==> config.mk <==
export PLATFORM = sky130hd
export DESIGN_NAME = cims_mask_status
export DESIGN_NICKNAME = d
export VERILOG_FILES = /design/src/hw/cims_pkg.sv /design/src/hw/cims_irq_cell.sv /design/src/hw/cims_mask_status.sv
export SDC_FILE = /design/constraint.sdc
export NUM_CORES = 1
export LEC_CHECK = 0
export BUFFER_PORTS_ARGS = -buffer_cell sky130_fd_sc_hd__clkbuf_2
export CORE_UTILIZATION = 47
export CTS_CLUSTER_DIAMETER = 100
export DETAILED_ROUTE_END_ITERATION = 10
export GPL_TIMING_DRIVEN = 1
export PLACE_DENSITY = 0.9
export SLEW_MARGIN = 20
export SYNTH_ARGS = -nofsm -noshare
export SYNTH_HDL_FRONTEND = slang
export SYNTH_SLANG_ARGS = --single-unit
==> constraint.sdc <==
create_clock -name sys_clk -period 1.2 [get_ports sys_clk]
set_input_delay 0 -clock sys_clk [delete_from_list [all_inputs] [get_ports sys_clk]]
set_output_delay 0 -clock sys_clk [all_outputs]
set_load 0.02 [all_outputs]
==> src/hw/cims_pkg.sv <==
// Package for the interrupt mask and status block of the processor core.
// Assumes a single processor clock and a synchronous active-high reset.
package cims_pkg;

  // Control word layout for the set-mask instruction
  localparam int unsigned CTRL_CLR_TOP_BIT = 4;
  localparam int unsigned CTRL_MSE_BIT = 3;
  localparam int unsigned CTRL_MASK_TOP_BIT = 2;
  localparam int unsigned CTRL_MASK_MID_BIT = 1;
  localparam int unsigned CTRL_MASK_BOT_BIT = 0;

  // Status word layout for the read-mask instruction
  localparam int unsigned STAT_PEND_TOP_BIT = 6;
  localparam int unsigned STAT_PEND_MID_BIT = 5;
  localparam int unsigned STAT_PEND_BOT_BIT = 4;
  localparam int unsigned STAT_GIE_BIT = 3;
  localparam int unsigned STAT_MASK_TOP_BIT = 2;
  localparam int unsigned STAT_MASK_MID_BIT = 1;
  localparam int unsigned STAT_MASK_BOT_BIT = 0;

  // Index of each vectored input inside three-bit vectors
  localparam int unsigned IRQ_TOP = 2;
  localparam int unsigned IRQ_MID = 1;
  localparam int unsigned IRQ_BOT = 0;
  localparam int unsigned IRQ_COUNT = 3;

  // Values after reset
  localparam logic [2:0] MASK_RST = 3'h7;
  localparam logic [7:0] STATUS_RST = 8'h00;
  localparam logic [2:0] REQUEST_RST = 3'h0;

  // Machine state of the current bus cycle
  typedef enum logic [2:0] {
    CIMS_T1 = 3'b000,
    CIMS_T2 = 3'b001,
    CIMS_T3 = 3'b010,
    CIMS_T4 = 3'b011,
    CIMS_T5 = 3'b100,
    CIMS_T6 = 3'b101,
    CIMS_TIDLE = 3'b110
  } cims_tstate_type;

endpackage : cims_pkg

==> src/hw/cims_irq_cell.sv <==
// One vectored interrupt input: edge latch or level follower.
// Assumes the request pin is already synchronous to sys_clk.
`timescale 1ns/1ps
`default_nettype none
module cims_irq_cell #(
  parameter bit EDGE_MODE = 1'b0
) (
  // Clock and reset
  input wire logic sys_clk,
  input wire logic rst,
  // Request pin and latch clear
  input wire logic irq_level,
  input wire logic clear_req,
  // Pending state
  output logic pending
);

  logic prev_ff;
  logic pend_ff;
  logic nxt_prev;
  logic nxt_pend;

  // Rising edge sets the latch and beats a clear in the same cycle
  always_comb begin
    nxt_prev = irq_level;
    if (EDGE_MODE) begin
      nxt_pend = (irq_level & ~prev_ff) | (pend_ff & ~clear_req);
    end else begin
      nxt_pend = irq_level;
    end
  end

  // State registers
  always_ff @(posedge sys_clk) begin
    if (rst) begin
      prev_ff <= 1'b0;
      pend_ff <= 1'b0;
    end else begin
      prev_ff <= nxt_prev;
      pend_ff <= nxt_pend;
    end
  end

  assign pending = pend_ff;

endmodule : cims_irq_cell
`default_nettype wire

==> src/hw/cims_mask_status.sv <==
// Interrupt mask and status logic for three vectored restart inputs.
// Assumes instruction strobes come from the core's decoder, one cycle each,
// and that request pins are synchronous to sys_clk.
//
// Overview of operation
// Set-mask takes accumulator as control word
// Bit 4 clears top edge latch
// Mask bits apply only when bit 3 set
// Bit 2 masks top input
// Bit 1 masks middle input
// Bit 0 masks bottom input
// Read-mask loads status word into accumulator
// Status bits 6..4 show pending inputs
// Status bit 3 shows global enable
// Status bits 2..0 show mask bits
// Bus holds T3 value during T4..T6
// Without update enable masks stay; 7..5 ignored
// Masked inputs pend but are not serviced
`timescale 1ns/1ps
`default_nettype none
module cims_mask_status #(
  parameter int unsigned AD_WIDTH = 8
) (
  // Clock and reset
  input wire logic sys_clk,
  input wire logic rst,
  // Instruction strobes and accumulator
  input wire logic set_mask_instruction,
  input wire logic read_mask_instruction,
  input wire logic [7:0] acc_in,
  output logic [7:0] status_word_ff,
  output logic status_valid_ff,
  // Core interrupt state
  input wire logic global_interrupt_enable_flag,
  input wire logic [2:0] irq_ack,
  output logic [2:0] irq_request_ff,
  // Vectored request pins
  input wire logic vectored_irq_top,
  input wire logic vectored_irq_middle,
  input wire logic vectored_irq_bottom,
  // Multiplexed address/data bus
  input wire cims_pkg::cims_tstate_type t_state,
  input wire logic [AD_WIDTH-1:0] ad_in,
  output logic [AD_WIDTH-1:0] ad_out_ff,
  output logic ad_oe_ff
);
  import cims_pkg::*;

  // Refuse a bus width the hold path cannot serve
  if (AD_WIDTH < 1) begin : g_bad_width
    $error("AD_WIDTH must be at least one");
  end

  logic [2:0] irq_pins;
  logic [2:0] pend;
  logic clear_top;
  logic [2:0] mask_ff;
  logic [2:0] nxt_mask;
  logic [7:0] nxt_status;
  logic nxt_status_valid;
  logic [2:0] nxt_request;
  logic [AD_WIDTH-1:0] ad_hold_ff;
  logic [AD_WIDTH-1:0] nxt_ad_hold;
  logic [AD_WIDTH-1:0] nxt_ad_out;
  logic nxt_ad_oe;
  logic late_state;

  assign irq_pins = {vectored_irq_top, vectored_irq_middle, vectored_irq_bottom};

  // top latch clear
  // Clear on control bit 4 or on acknowledge of the top input
  assign clear_top = (set_mask_instruction & acc_in[CTRL_CLR_TOP_BIT]) | irq_ack[IRQ_TOP];

  // pending kept
  // Pending cells: edge latch for top, level for the others
  for (genvar i = 0; i < IRQ_COUNT; i++) begin : g_cell
    cims_irq_cell #(
      .EDGE_MODE(i == IRQ_TOP)
    ) u_cell (
      .sys_clk(sys_clk),
      .rst(rst),
      .irq_level(irq_pins[i]),
      .clear_req((i == IRQ_TOP) ? clear_top : 1'b0),
      .pending(pend[i])
    );
  end

  // Mask next value
  always_comb begin
    nxt_mask = mask_ff;
    // accumulator capture
    // update enable gate
    // upper bits ignored
    if (set_mask_instruction && acc_in[CTRL_MSE_BIT]) begin
      // top mask
      nxt_mask[IRQ_TOP] = acc_in[CTRL_MASK_TOP_BIT];
      // middle mask
      nxt_mask[IRQ_MID] = acc_in[CTRL_MASK_MID_BIT];
      // bottom mask
      nxt_mask[IRQ_BOT] = acc_in[CTRL_MASK_BOT_BIT];
    end
  end

  // Mask register
  always_ff @(posedge sys_clk) begin
    if (rst) begin
      mask_ff <= MASK_RST;
    end else begin
      mask_ff <= nxt_mask;
    end
  end

  // Status word and service request next values
  always_comb begin
    nxt_status = status_word_ff;
    nxt_status_valid = read_mask_instruction;
    // status load
    if (read_mask_instruction) begin
      nxt_status = 8'h00;
      // pending bits
      nxt_status[STAT_PEND_TOP_BIT] = pend[IRQ_TOP];
      nxt_status[STAT_PEND_MID_BIT] = pend[IRQ_MID];
      nxt_status[STAT_PEND_BOT_BIT] = pend[IRQ_BOT];
      // enable bit
      nxt_status[STAT_GIE_BIT] = global_interrupt_enable_flag;
      // mask bits
      nxt_status[STAT_MASK_TOP_BIT] = mask_ff[IRQ_TOP];
      nxt_status[STAT_MASK_MID_BIT] = mask_ff[IRQ_MID];
      nxt_status[STAT_MASK_BOT_BIT] = mask_ff[IRQ_BOT];
    end
    // service gate
    // Highest unmasked pending input wins, only when globally enabled
    nxt_request = 3'h0;
    if (global_interrupt_enable_flag) begin
      if (pend[IRQ_TOP] && !mask_ff[IRQ_TOP]) begin
        nxt_request[IRQ_TOP] = 1'b1;
      end else if (pend[IRQ_MID] && !mask_ff[IRQ_MID]) begin
        nxt_request[IRQ_MID] = 1'b1;
      end else if (pend[IRQ_BOT] && !mask_ff[IRQ_BOT]) begin
        nxt_request[IRQ_BOT] = 1'b1;
      end
    end
  end

  // Status and request registers
  always_ff @(posedge sys_clk) begin
    if (rst) begin
      status_word_ff <= STATUS_RST;
      status_valid_ff <= 1'b0;
      irq_request_ff <= REQUEST_RST;
    end else begin
      status_word_ff <= nxt_status;
      status_valid_ff <= nxt_status_valid;
      irq_request_ff <= nxt_request;
    end
  end

  // Late states of a machine cycle
  assign late_state = (t_state == CIMS_T4) || (t_state == CIMS_T5) || (t_state == CIMS_T6);

  // Bus hold next values
  always_comb begin
    nxt_ad_hold = ad_hold_ff;
    nxt_ad_out = ad_in;
    nxt_ad_oe = 1'b0;
    // bus retention
    // Capture in T3, replay through T4..T6 to keep the bus quiet
    if (t_state == CIMS_T3) begin
      nxt_ad_hold = ad_in;
    end
    if (late_state) begin
      nxt_ad_out = ad_hold_ff;
      nxt_ad_oe = 1'b1;
    end
  end

  // Bus hold registers
  always_ff @(posedge sys_clk) begin
    if (rst) begin
      ad_hold_ff <= '0;
      ad_out_ff <= '0;
      ad_oe_ff <= 1'b0;
    end else begin
      ad_hold_ff <= nxt_ad_hold;
      ad_out_ff <= nxt_ad_out;
      ad_oe_ff <= nxt_ad_oe;
    end
  end

  // Checks on masks, latch, status, service and bus
  // Masks follow the control word when enabled
  chk_mask_top_load: assert property (@(posedge sys_clk) disable iff (rst)
    (set_mask_instruction && acc_in[CTRL_MSE_BIT]) |=>
      (mask_ff[IRQ_TOP] == $past(acc_in[CTRL_MASK_TOP_BIT])))
    else $error("top mask not loaded");
  chk_mask_mid_load: assert property (@(posedge sys_clk) disable iff (rst)
    (set_mask_instruction && acc_in[CTRL_MSE_BIT]) |=>
      (mask_ff[IRQ_MID] == $past(acc_in[CTRL_MASK_MID_BIT])))
    else $error("middle mask not loaded");
  chk_mask_bot_load: assert property (@(posedge sys_clk) disable iff (rst)
    (set_mask_instruction && acc_in[CTRL_MSE_BIT]) |=>
      (mask_ff[IRQ_BOT] == $past(acc_in[CTRL_MASK_BOT_BIT])))
    else $error("bottom mask not loaded");
  chk_mask_no_update: assert property (@(posedge sys_clk) disable iff (rst)
    !(set_mask_instruction && acc_in[CTRL_MSE_BIT]) |=> $stable(mask_ff))
    else $error("mask changed without update enable");

  // A set-mask word without the update enable keeps every mask
  chk_mask_keep_off: assert property (@(posedge sys_clk) disable iff (rst)
    (set_mask_instruction && !acc_in[CTRL_MSE_BIT]) |=> $stable(mask_ff))
    else $error("mask changed by a word without update enable");

  // Top latch cleared unless a new edge arrives
  chk_top_latch_clear: assert property (@(posedge sys_clk) disable iff (rst)
    (set_mask_instruction && acc_in[CTRL_CLR_TOP_BIT] && !$rose(vectored_irq_top))
      |=> !pend[IRQ_TOP])
    else $error("top latch not cleared");
  chk_top_edge_wins: assert property (@(posedge sys_clk) disable iff (rst)
    $rose(vectored_irq_top) |=> pend[IRQ_TOP])
    else $error("top edge lost");

  // Acknowledge of the top input also empties its latch
  chk_top_ack_clear: assert property (@(posedge sys_clk) disable iff (rst)
    (irq_ack[IRQ_TOP] && !$rose(vectored_irq_top)) |=> !pend[IRQ_TOP])
    else $error("top latch not cleared by acknowledge");

  // Latch keeps its request until cleared, masked or not
  chk_top_latch_keep: assert property (@(posedge sys_clk) disable iff (rst)
    (pend[IRQ_TOP] && !clear_top) |=> pend[IRQ_TOP])
    else $error("top pending lost without clear");

  // Level inputs pend one cycle after their pins
  chk_level_pending: assert property (@(posedge sys_clk) disable iff (rst)
    1'b1 |=> (pend[IRQ_MID:IRQ_BOT] ==
      $past({vectored_irq_middle, vectored_irq_bottom})))
    else $error("level pending does not follow pins");

  // Status word contents one cycle after the read strobe
  chk_status_pending: assert property (@(posedge sys_clk) disable iff (rst)
    read_mask_instruction |=> status_valid_ff &&
      (status_word_ff[STAT_PEND_TOP_BIT:STAT_PEND_BOT_BIT] == $past(pend)))
    else $error("status pending bits wrong");
  chk_status_enable: assert property (@(posedge sys_clk) disable iff (rst)
    read_mask_instruction |=> (status_word_ff[STAT_GIE_BIT] ==
      $past(global_interrupt_enable_flag)))
    else $error("status enable bit wrong");
  chk_status_masks: assert property (@(posedge sys_clk) disable iff (rst)
    read_mask_instruction |=> (status_word_ff[STAT_MASK_TOP_BIT:STAT_MASK_BOT_BIT] ==
      $past(mask_ff)) && !status_word_ff[7])
    else $error("status mask bits wrong");

  // Valid pulses only after a read; the word stands until the next one
  chk_status_valid_pulse: assert property (@(posedge sys_clk) disable iff (rst)
    !read_mask_instruction |=> !status_valid_ff)
    else $error("status valid without read");
  chk_status_stands: assert property (@(posedge sys_clk) disable iff (rst)
    !read_mask_instruction |=> $stable(status_word_ff))
    else $error("status word changed without read");

  // No service for masked inputs or while disabled
  chk_masked_no_service: assert property (@(posedge sys_clk) disable iff (rst)
    (mask_ff[IRQ_TOP] || !global_interrupt_enable_flag) |=> !irq_request_ff[IRQ_TOP])
    else $error("masked top input serviced");
  chk_mid_no_service: assert property (@(posedge sys_clk) disable iff (rst)
    (mask_ff[IRQ_MID] || !global_interrupt_enable_flag) |=> !irq_request_ff[IRQ_MID])
    else $error("masked middle input serviced");
  chk_bot_no_service: assert property (@(posedge sys_clk) disable iff (rst)
    (mask_ff[IRQ_BOT] || !global_interrupt_enable_flag) |=> !irq_request_ff[IRQ_BOT])
    else $error("masked bottom input serviced");

  // One request at a time, and an enabled pending top input wins
  chk_request_onehot: assert property (@(posedge sys_clk) disable iff (rst)
    $onehot0(irq_request_ff))
    else $error("more than one service request");
  chk_request_top_first: assert property (@(posedge sys_clk) disable iff (rst)
    (global_interrupt_enable_flag && pend[IRQ_TOP] && !mask_ff[IRQ_TOP]) |=>
      (irq_request_ff == 3'h4))
    else $error("top input not served first");

  // Unmasked pending level inputs are served when nothing above is
  chk_request_middle: assert property (@(posedge sys_clk) disable iff (rst)
    (global_interrupt_enable_flag && pend[IRQ_MID] && !mask_ff[IRQ_MID] &&
      (mask_ff[IRQ_TOP] || !pend[IRQ_TOP])) |=> irq_request_ff[IRQ_MID])
    else $error("middle input not served");
  chk_request_bottom: assert property (@(posedge sys_clk) disable iff (rst)
    (global_interrupt_enable_flag && pend[IRQ_BOT] && !mask_ff[IRQ_BOT] &&
      (mask_ff[IRQ_TOP] || !pend[IRQ_TOP]) && (mask_ff[IRQ_MID] || !pend[IRQ_MID]))
      |=> irq_request_ff[IRQ_BOT])
    else $error("bottom input not served");

  // Bus carries the T3 value through the late states
  chk_bus_hold: assert property (@(posedge sys_clk) disable iff (rst)
    (t_state == CIMS_T3) ##1 (t_state == CIMS_T4) |=> ad_oe_ff &&
      (ad_out_ff == $past(ad_in, 2)))
    else $error("bus not held in T4");
  chk_bus_hold_t5: assert property (@(posedge sys_clk) disable iff (rst)
    (t_state == CIMS_T3) ##1 (t_state == CIMS_T4) ##1 (t_state == CIMS_T5) |=>
      ad_oe_ff && (ad_out_ff == $past(ad_in, 3)))
    else $error("bus not held in T5");
  chk_bus_hold_t6: assert property (@(posedge sys_clk) disable iff (rst)
    (t_state == CIMS_T3) ##1 (t_state == CIMS_T4) ##1 (t_state == CIMS_T5) ##1
      (t_state == CIMS_T6) |=> ad_oe_ff && (ad_out_ff == $past(ad_in, 4)))
    else $error("bus not held in T6");

  // Output enable marks exactly the cycles after a late state
  chk_bus_oe_late: assert property (@(posedge sys_clk) disable iff (rst)
    1'b1 |=> (ad_oe_ff == $past(late_state)))
    else $error("bus enable outside the held phase");

endmodule : cims_mask_status
`default_nettype wire

==> impl_metrics.py <==
metrics = {
    "synthesis": {
        "netlist.top_cell.by_area": "sky130_fd_sc_hd__dfxtp_1",
        "synthAdderAreaFrac_pct": 0,
        "sequential_element_share_of_the_synthesized_area_pct": 53.7,
        "ys_ff_latch": 35,
        "yosys.area_share.xor_xnor_pct": 0,
        "post_synth_most_frequent_cells": "35 x sky130_fd_sc_hd__dfxtp_1, 23 x sky130_fd_sc_hd__mux2i_1, 18 x sky130_fd_sc_hd__nand2b_1",
        "synth_top_cells_by_area": "sky130_fd_sc_hd__dfxtp_1 54%, sky130_fd_sc_hd__mux2i_1 18%, sky130_fd_sc_hd__nand2b_1 8.6%",
        "synth.distinct_cells": 18,
        "post_synth_edffs": 0,
        "synth_most_common_cell": "sky130_fd_sc_hd__dfxtp_1",
        "synth_simple_gate_area_share_pct": 21.4,
        "synth_flop_cell": "sky130_fd_sc_hd__dfxtp_1",
        "synth.area.mux_share_pct": 18.5,
        "yosysWarnings": 0,
        "syn_nets": 153,
        "netlist_instances": 123,
        "synthesis.area_um2": 1310,
        "combinational_family_with_the_most_area_after_synthesis": "simple AND/OR/NAND/NOR gates",
        "synth.avg_cell_area_um2": 10.6,
        "async_reset_ff_share_pct": 0,
        "synth-compound-area-share_pct": 2.40,
        "yosysTopAreaCellShare_pct": 53.7,
    },
    "grt": {
        "grt_util_all_layers_pct": 21.7,
        "grt_pass1_wl_um": 4400,
        "grt-ovfl-total": 0,
        "number_of_global_route_vias_before_repair": 1075,
        "antenna_found_initial": 0,
        "grt_max_degree": 23,
    },
    "timing": {
        "layout_min_cycle_time_ns": 1.01,
        "final.period_utilization_pct": 84.5,
        "maxClockFrequency_mhz": 987,
        "fin_worst_skew_ns": 0.00691,
        "timing_max_transition_violations_final": 0,
        "worst_hold_margin_ns": 0.0364,
        "setup_violations": 0,
        "rsz0062_at_grt": "no",
        "post-route-worst-setup-slack_ns": 0.186,
        "setup_total_negative_slack_ns": 0,
        "timing_hold_violations_final": 0,
    },
    "place": {
        "pre_cts_slack_ns": 0.255,
        "place.gp.congestion": 0.686,
        "dpl-instance-area_um2": 1540,
        "place.port_buffers": 44,
        "dp_cells": 192,
        "detailedPlacementHpwl_um": 1820,
    },
    "worst_setup_path": {
        "timing.critical_path.required_ns": 1.42,
        "worst-path-max-fanout": 3,
        "startpoint_kind_of_the_worst_setup_timing_path": "flop",
        "worst_ep_arrival_time_ns": 1.24,
        "critPathMaxStageDelay_ns": 0.36,
        "worst_path_cell_trace": "nand2b_1 > nand3b_1 > nor4b_1",
        "slowest_cell_on_crit_path": "sky130_fd_sc_hd__dfxtp_1",
        "critPathCaptureType": "flop",
        "path_class": "flop to flop",
    },
    "clock_tree": {
        "clock_buffers_created_by_tritoncts": 5,
        "tritoncts": "done",
        "clock_tree.htree_level_count": 2,
        "clock_slew_at_reported_path_ffs_ns": 0.10,
        "cts.root.buffer_cell": "sky130_fd_sc_hd__clkbuf_4",
        "clk_latency_ns": 0.33,
        "max-clock-path-buffers": 2,
        "cts_sinks": 35,
    },
    "die": {
        "fp.dieH_um": 54.7,
        "num_io_pins": 51,
        "fp.dieArea_um2": 2990,
        "chipWidth_um": 54.7,
        "initial_utilization_pct": 51.3,
        "core-area_um2": 2540,
        "placement_rows": 18,
    },
    "layout": {
        "layout-drive-gt1-share_pct": 28.3,
        "n_antenna_cell": 0,
        "design.final.nets": 218,
        "multi_input_comb_area_um2": 556,
        "final_cell_count_no_fill": 217,
        "utilization_pct": 69.5,
        "nFillCells": 196,
        "seqCellArea_um2": 701,
        "syn2layout_area_growth_pct": 35.5,
        "postLayoutCellArea_um2": 1770,
    },
    "drt": {
        "avgRoutedWirePerCell_um": 12.8,
        "routed_wl_um": 2780,
        "drtPass1Iterations": 4,
        "dr_total_vias": 1057,
        "detail_route.drc_violations": 0,
        "routed_via_density": 4.87,
        "antenna_violating_nets_post_route": 0,
        "detail_route.iter0.violations": 14,
    },
    "power_and_ir_drop": {
        "irDropWorstVdd_mv": 1.01,
        "power.static_leakage_nw": 0.831,
        "p_total_mw": 2.13,
        "power-per-cell-area_nw_per_um2": 1200,
    },
    "job": {
        "cap_viol_max_count": 0,
    },
    "min_path": {
        "min_path_type": "primary input to flop",
    },
    "run_status": {
        "outcome": "completed",
    },
}
-- kinds of logic (layout without fill, tap and decap cells) --
kind of cell / count (synthesis) / after routing
buf+inv: 8 / 72
flops: 35 / 35
simple gates: 51 / 51
compound gates: 4 / 4
other cells: 1 / 1
mux: 24 / 24
-- registers in the layout, indices dropped and copies added (netlist names) --
signal                 count
ad_hold_ff                 8
ad_oe_ff                   1
ad_out_ff                  8
g_cell.u_cell.pending      3
g_cell.u_cell.prev_ff      1
irq_request_ff             3
mask_ff                    3
status_valid_ff            1
status_word_ff             7
-- critical path: cells and delay by family, from the launching register on --
family	cells	cell delay [ns]
simple gates	3	0.54
flops	1	0.36
-- placed cells by master (no fill, tap or decap) --
cell type | Yosys | layout
sky130_fd_sc_hd__nor4b_1 | 1 | 1
sky130_fd_sc_hd__nor2_1 | 16 | 16
sky130_fd_sc_hd__nand2b_1 | 18 | 18
sky130_fd_sc_hd__clkbuf_1 | 2 | 1
sky130_fd_sc_hd__nor2b_1 | 6 | 6
sky130_fd_sc_hd__clkbuf_4 | 0 | 5
sky130_fd_sc_hd__mux2i_1 | 23 | 23
sky130_fd_sc_hd__clkbuf_2 | 0 | 44
sky130_fd_sc_hd__conb_1 | 1 | 1
sky130_fd_sc_hd__and3_1 | 3 | 3
sky130_fd_sc_hd__nand2_1 | 3 | 3
sky130_fd_sc_hd__dlygate4sd3_1 | 0 | 19
sky130_fd_sc_hd__buf_4 | 2 | 3
sky130_fd_sc_hd__nand3b_1 | 2 | 2
sky130_fd_sc_hd__nor3b_1 | 2 | 2
sky130_fd_sc_hd__a21oi_1 | 1 | 1
sky130_fd_sc_hd__mux2_2 | 1 | 1
sky130_fd_sc_hd__dfxtp_1 | 35 | 35
sky130_fd_sc_hd__a211o_1 | 3 | 3
-- report_power, final --
group	internal, mW	switching (mW)	leakage [nW]
clock	0.208	0.342	0.0242
sequential	1.22	0.0265	0.288
combinational	0.166	0.163	0.519
total	1.59	0.532	0.831
-- cell type report --
class / instances / area share [%]
Multi-Input combinational cell: 80 / 31.4
Sequential cell: 35 / 39.6
Clock buffer: 6 / 2.34
Tap cell: 30 / 2.12
Timing Repair Buffer: 66 / 24.5
-- routing by layer --
layer | track usage [%] | part of all wire [%] | vias up
met5 | 0 | 0 | -
met4 | 10.3 | 2.1 | 0
met2 | 41.0 | 52 | 36
met1 | 20.0 | 40 | 481
met3 | 8.33 | 6.1 | 7
li1 | - | - | 533
-- path summary, 6_finish.rpt --
kind                            slack [ns]  depth (start not counted)                       start                             endpoint
worst max-delay path                  0.19                          3     mask_ff[2]$_SDFFE_PP1P_         irq_request_ff[0]$_SDFF_PP0_
worst min-delay path                  0.04                          4        set_mask_instruction  g_cell[2].u_cell.pending$_SDFF_PP0_
worst max register to register        0.19                          3     mask_ff[2]$_SDFFE_PP1P_         irq_request_ff[0]$_SDFF_PP0_
worst min register to register        0.47                          2  ad_hold_ff[6]$_SDFFE_PP0N_              ad_out_ff[6]$_SDFF_PP0_
-- timing repair --
item                                   4_1_cts  5_1_grt
resized for setup                            0        0
buffers inserted                             0        0
setup endpoints to repair                    0        0
endpoints found under the hold margin       29        0
hold buffers                                19        0
Power figures use the tool's default switching activity.
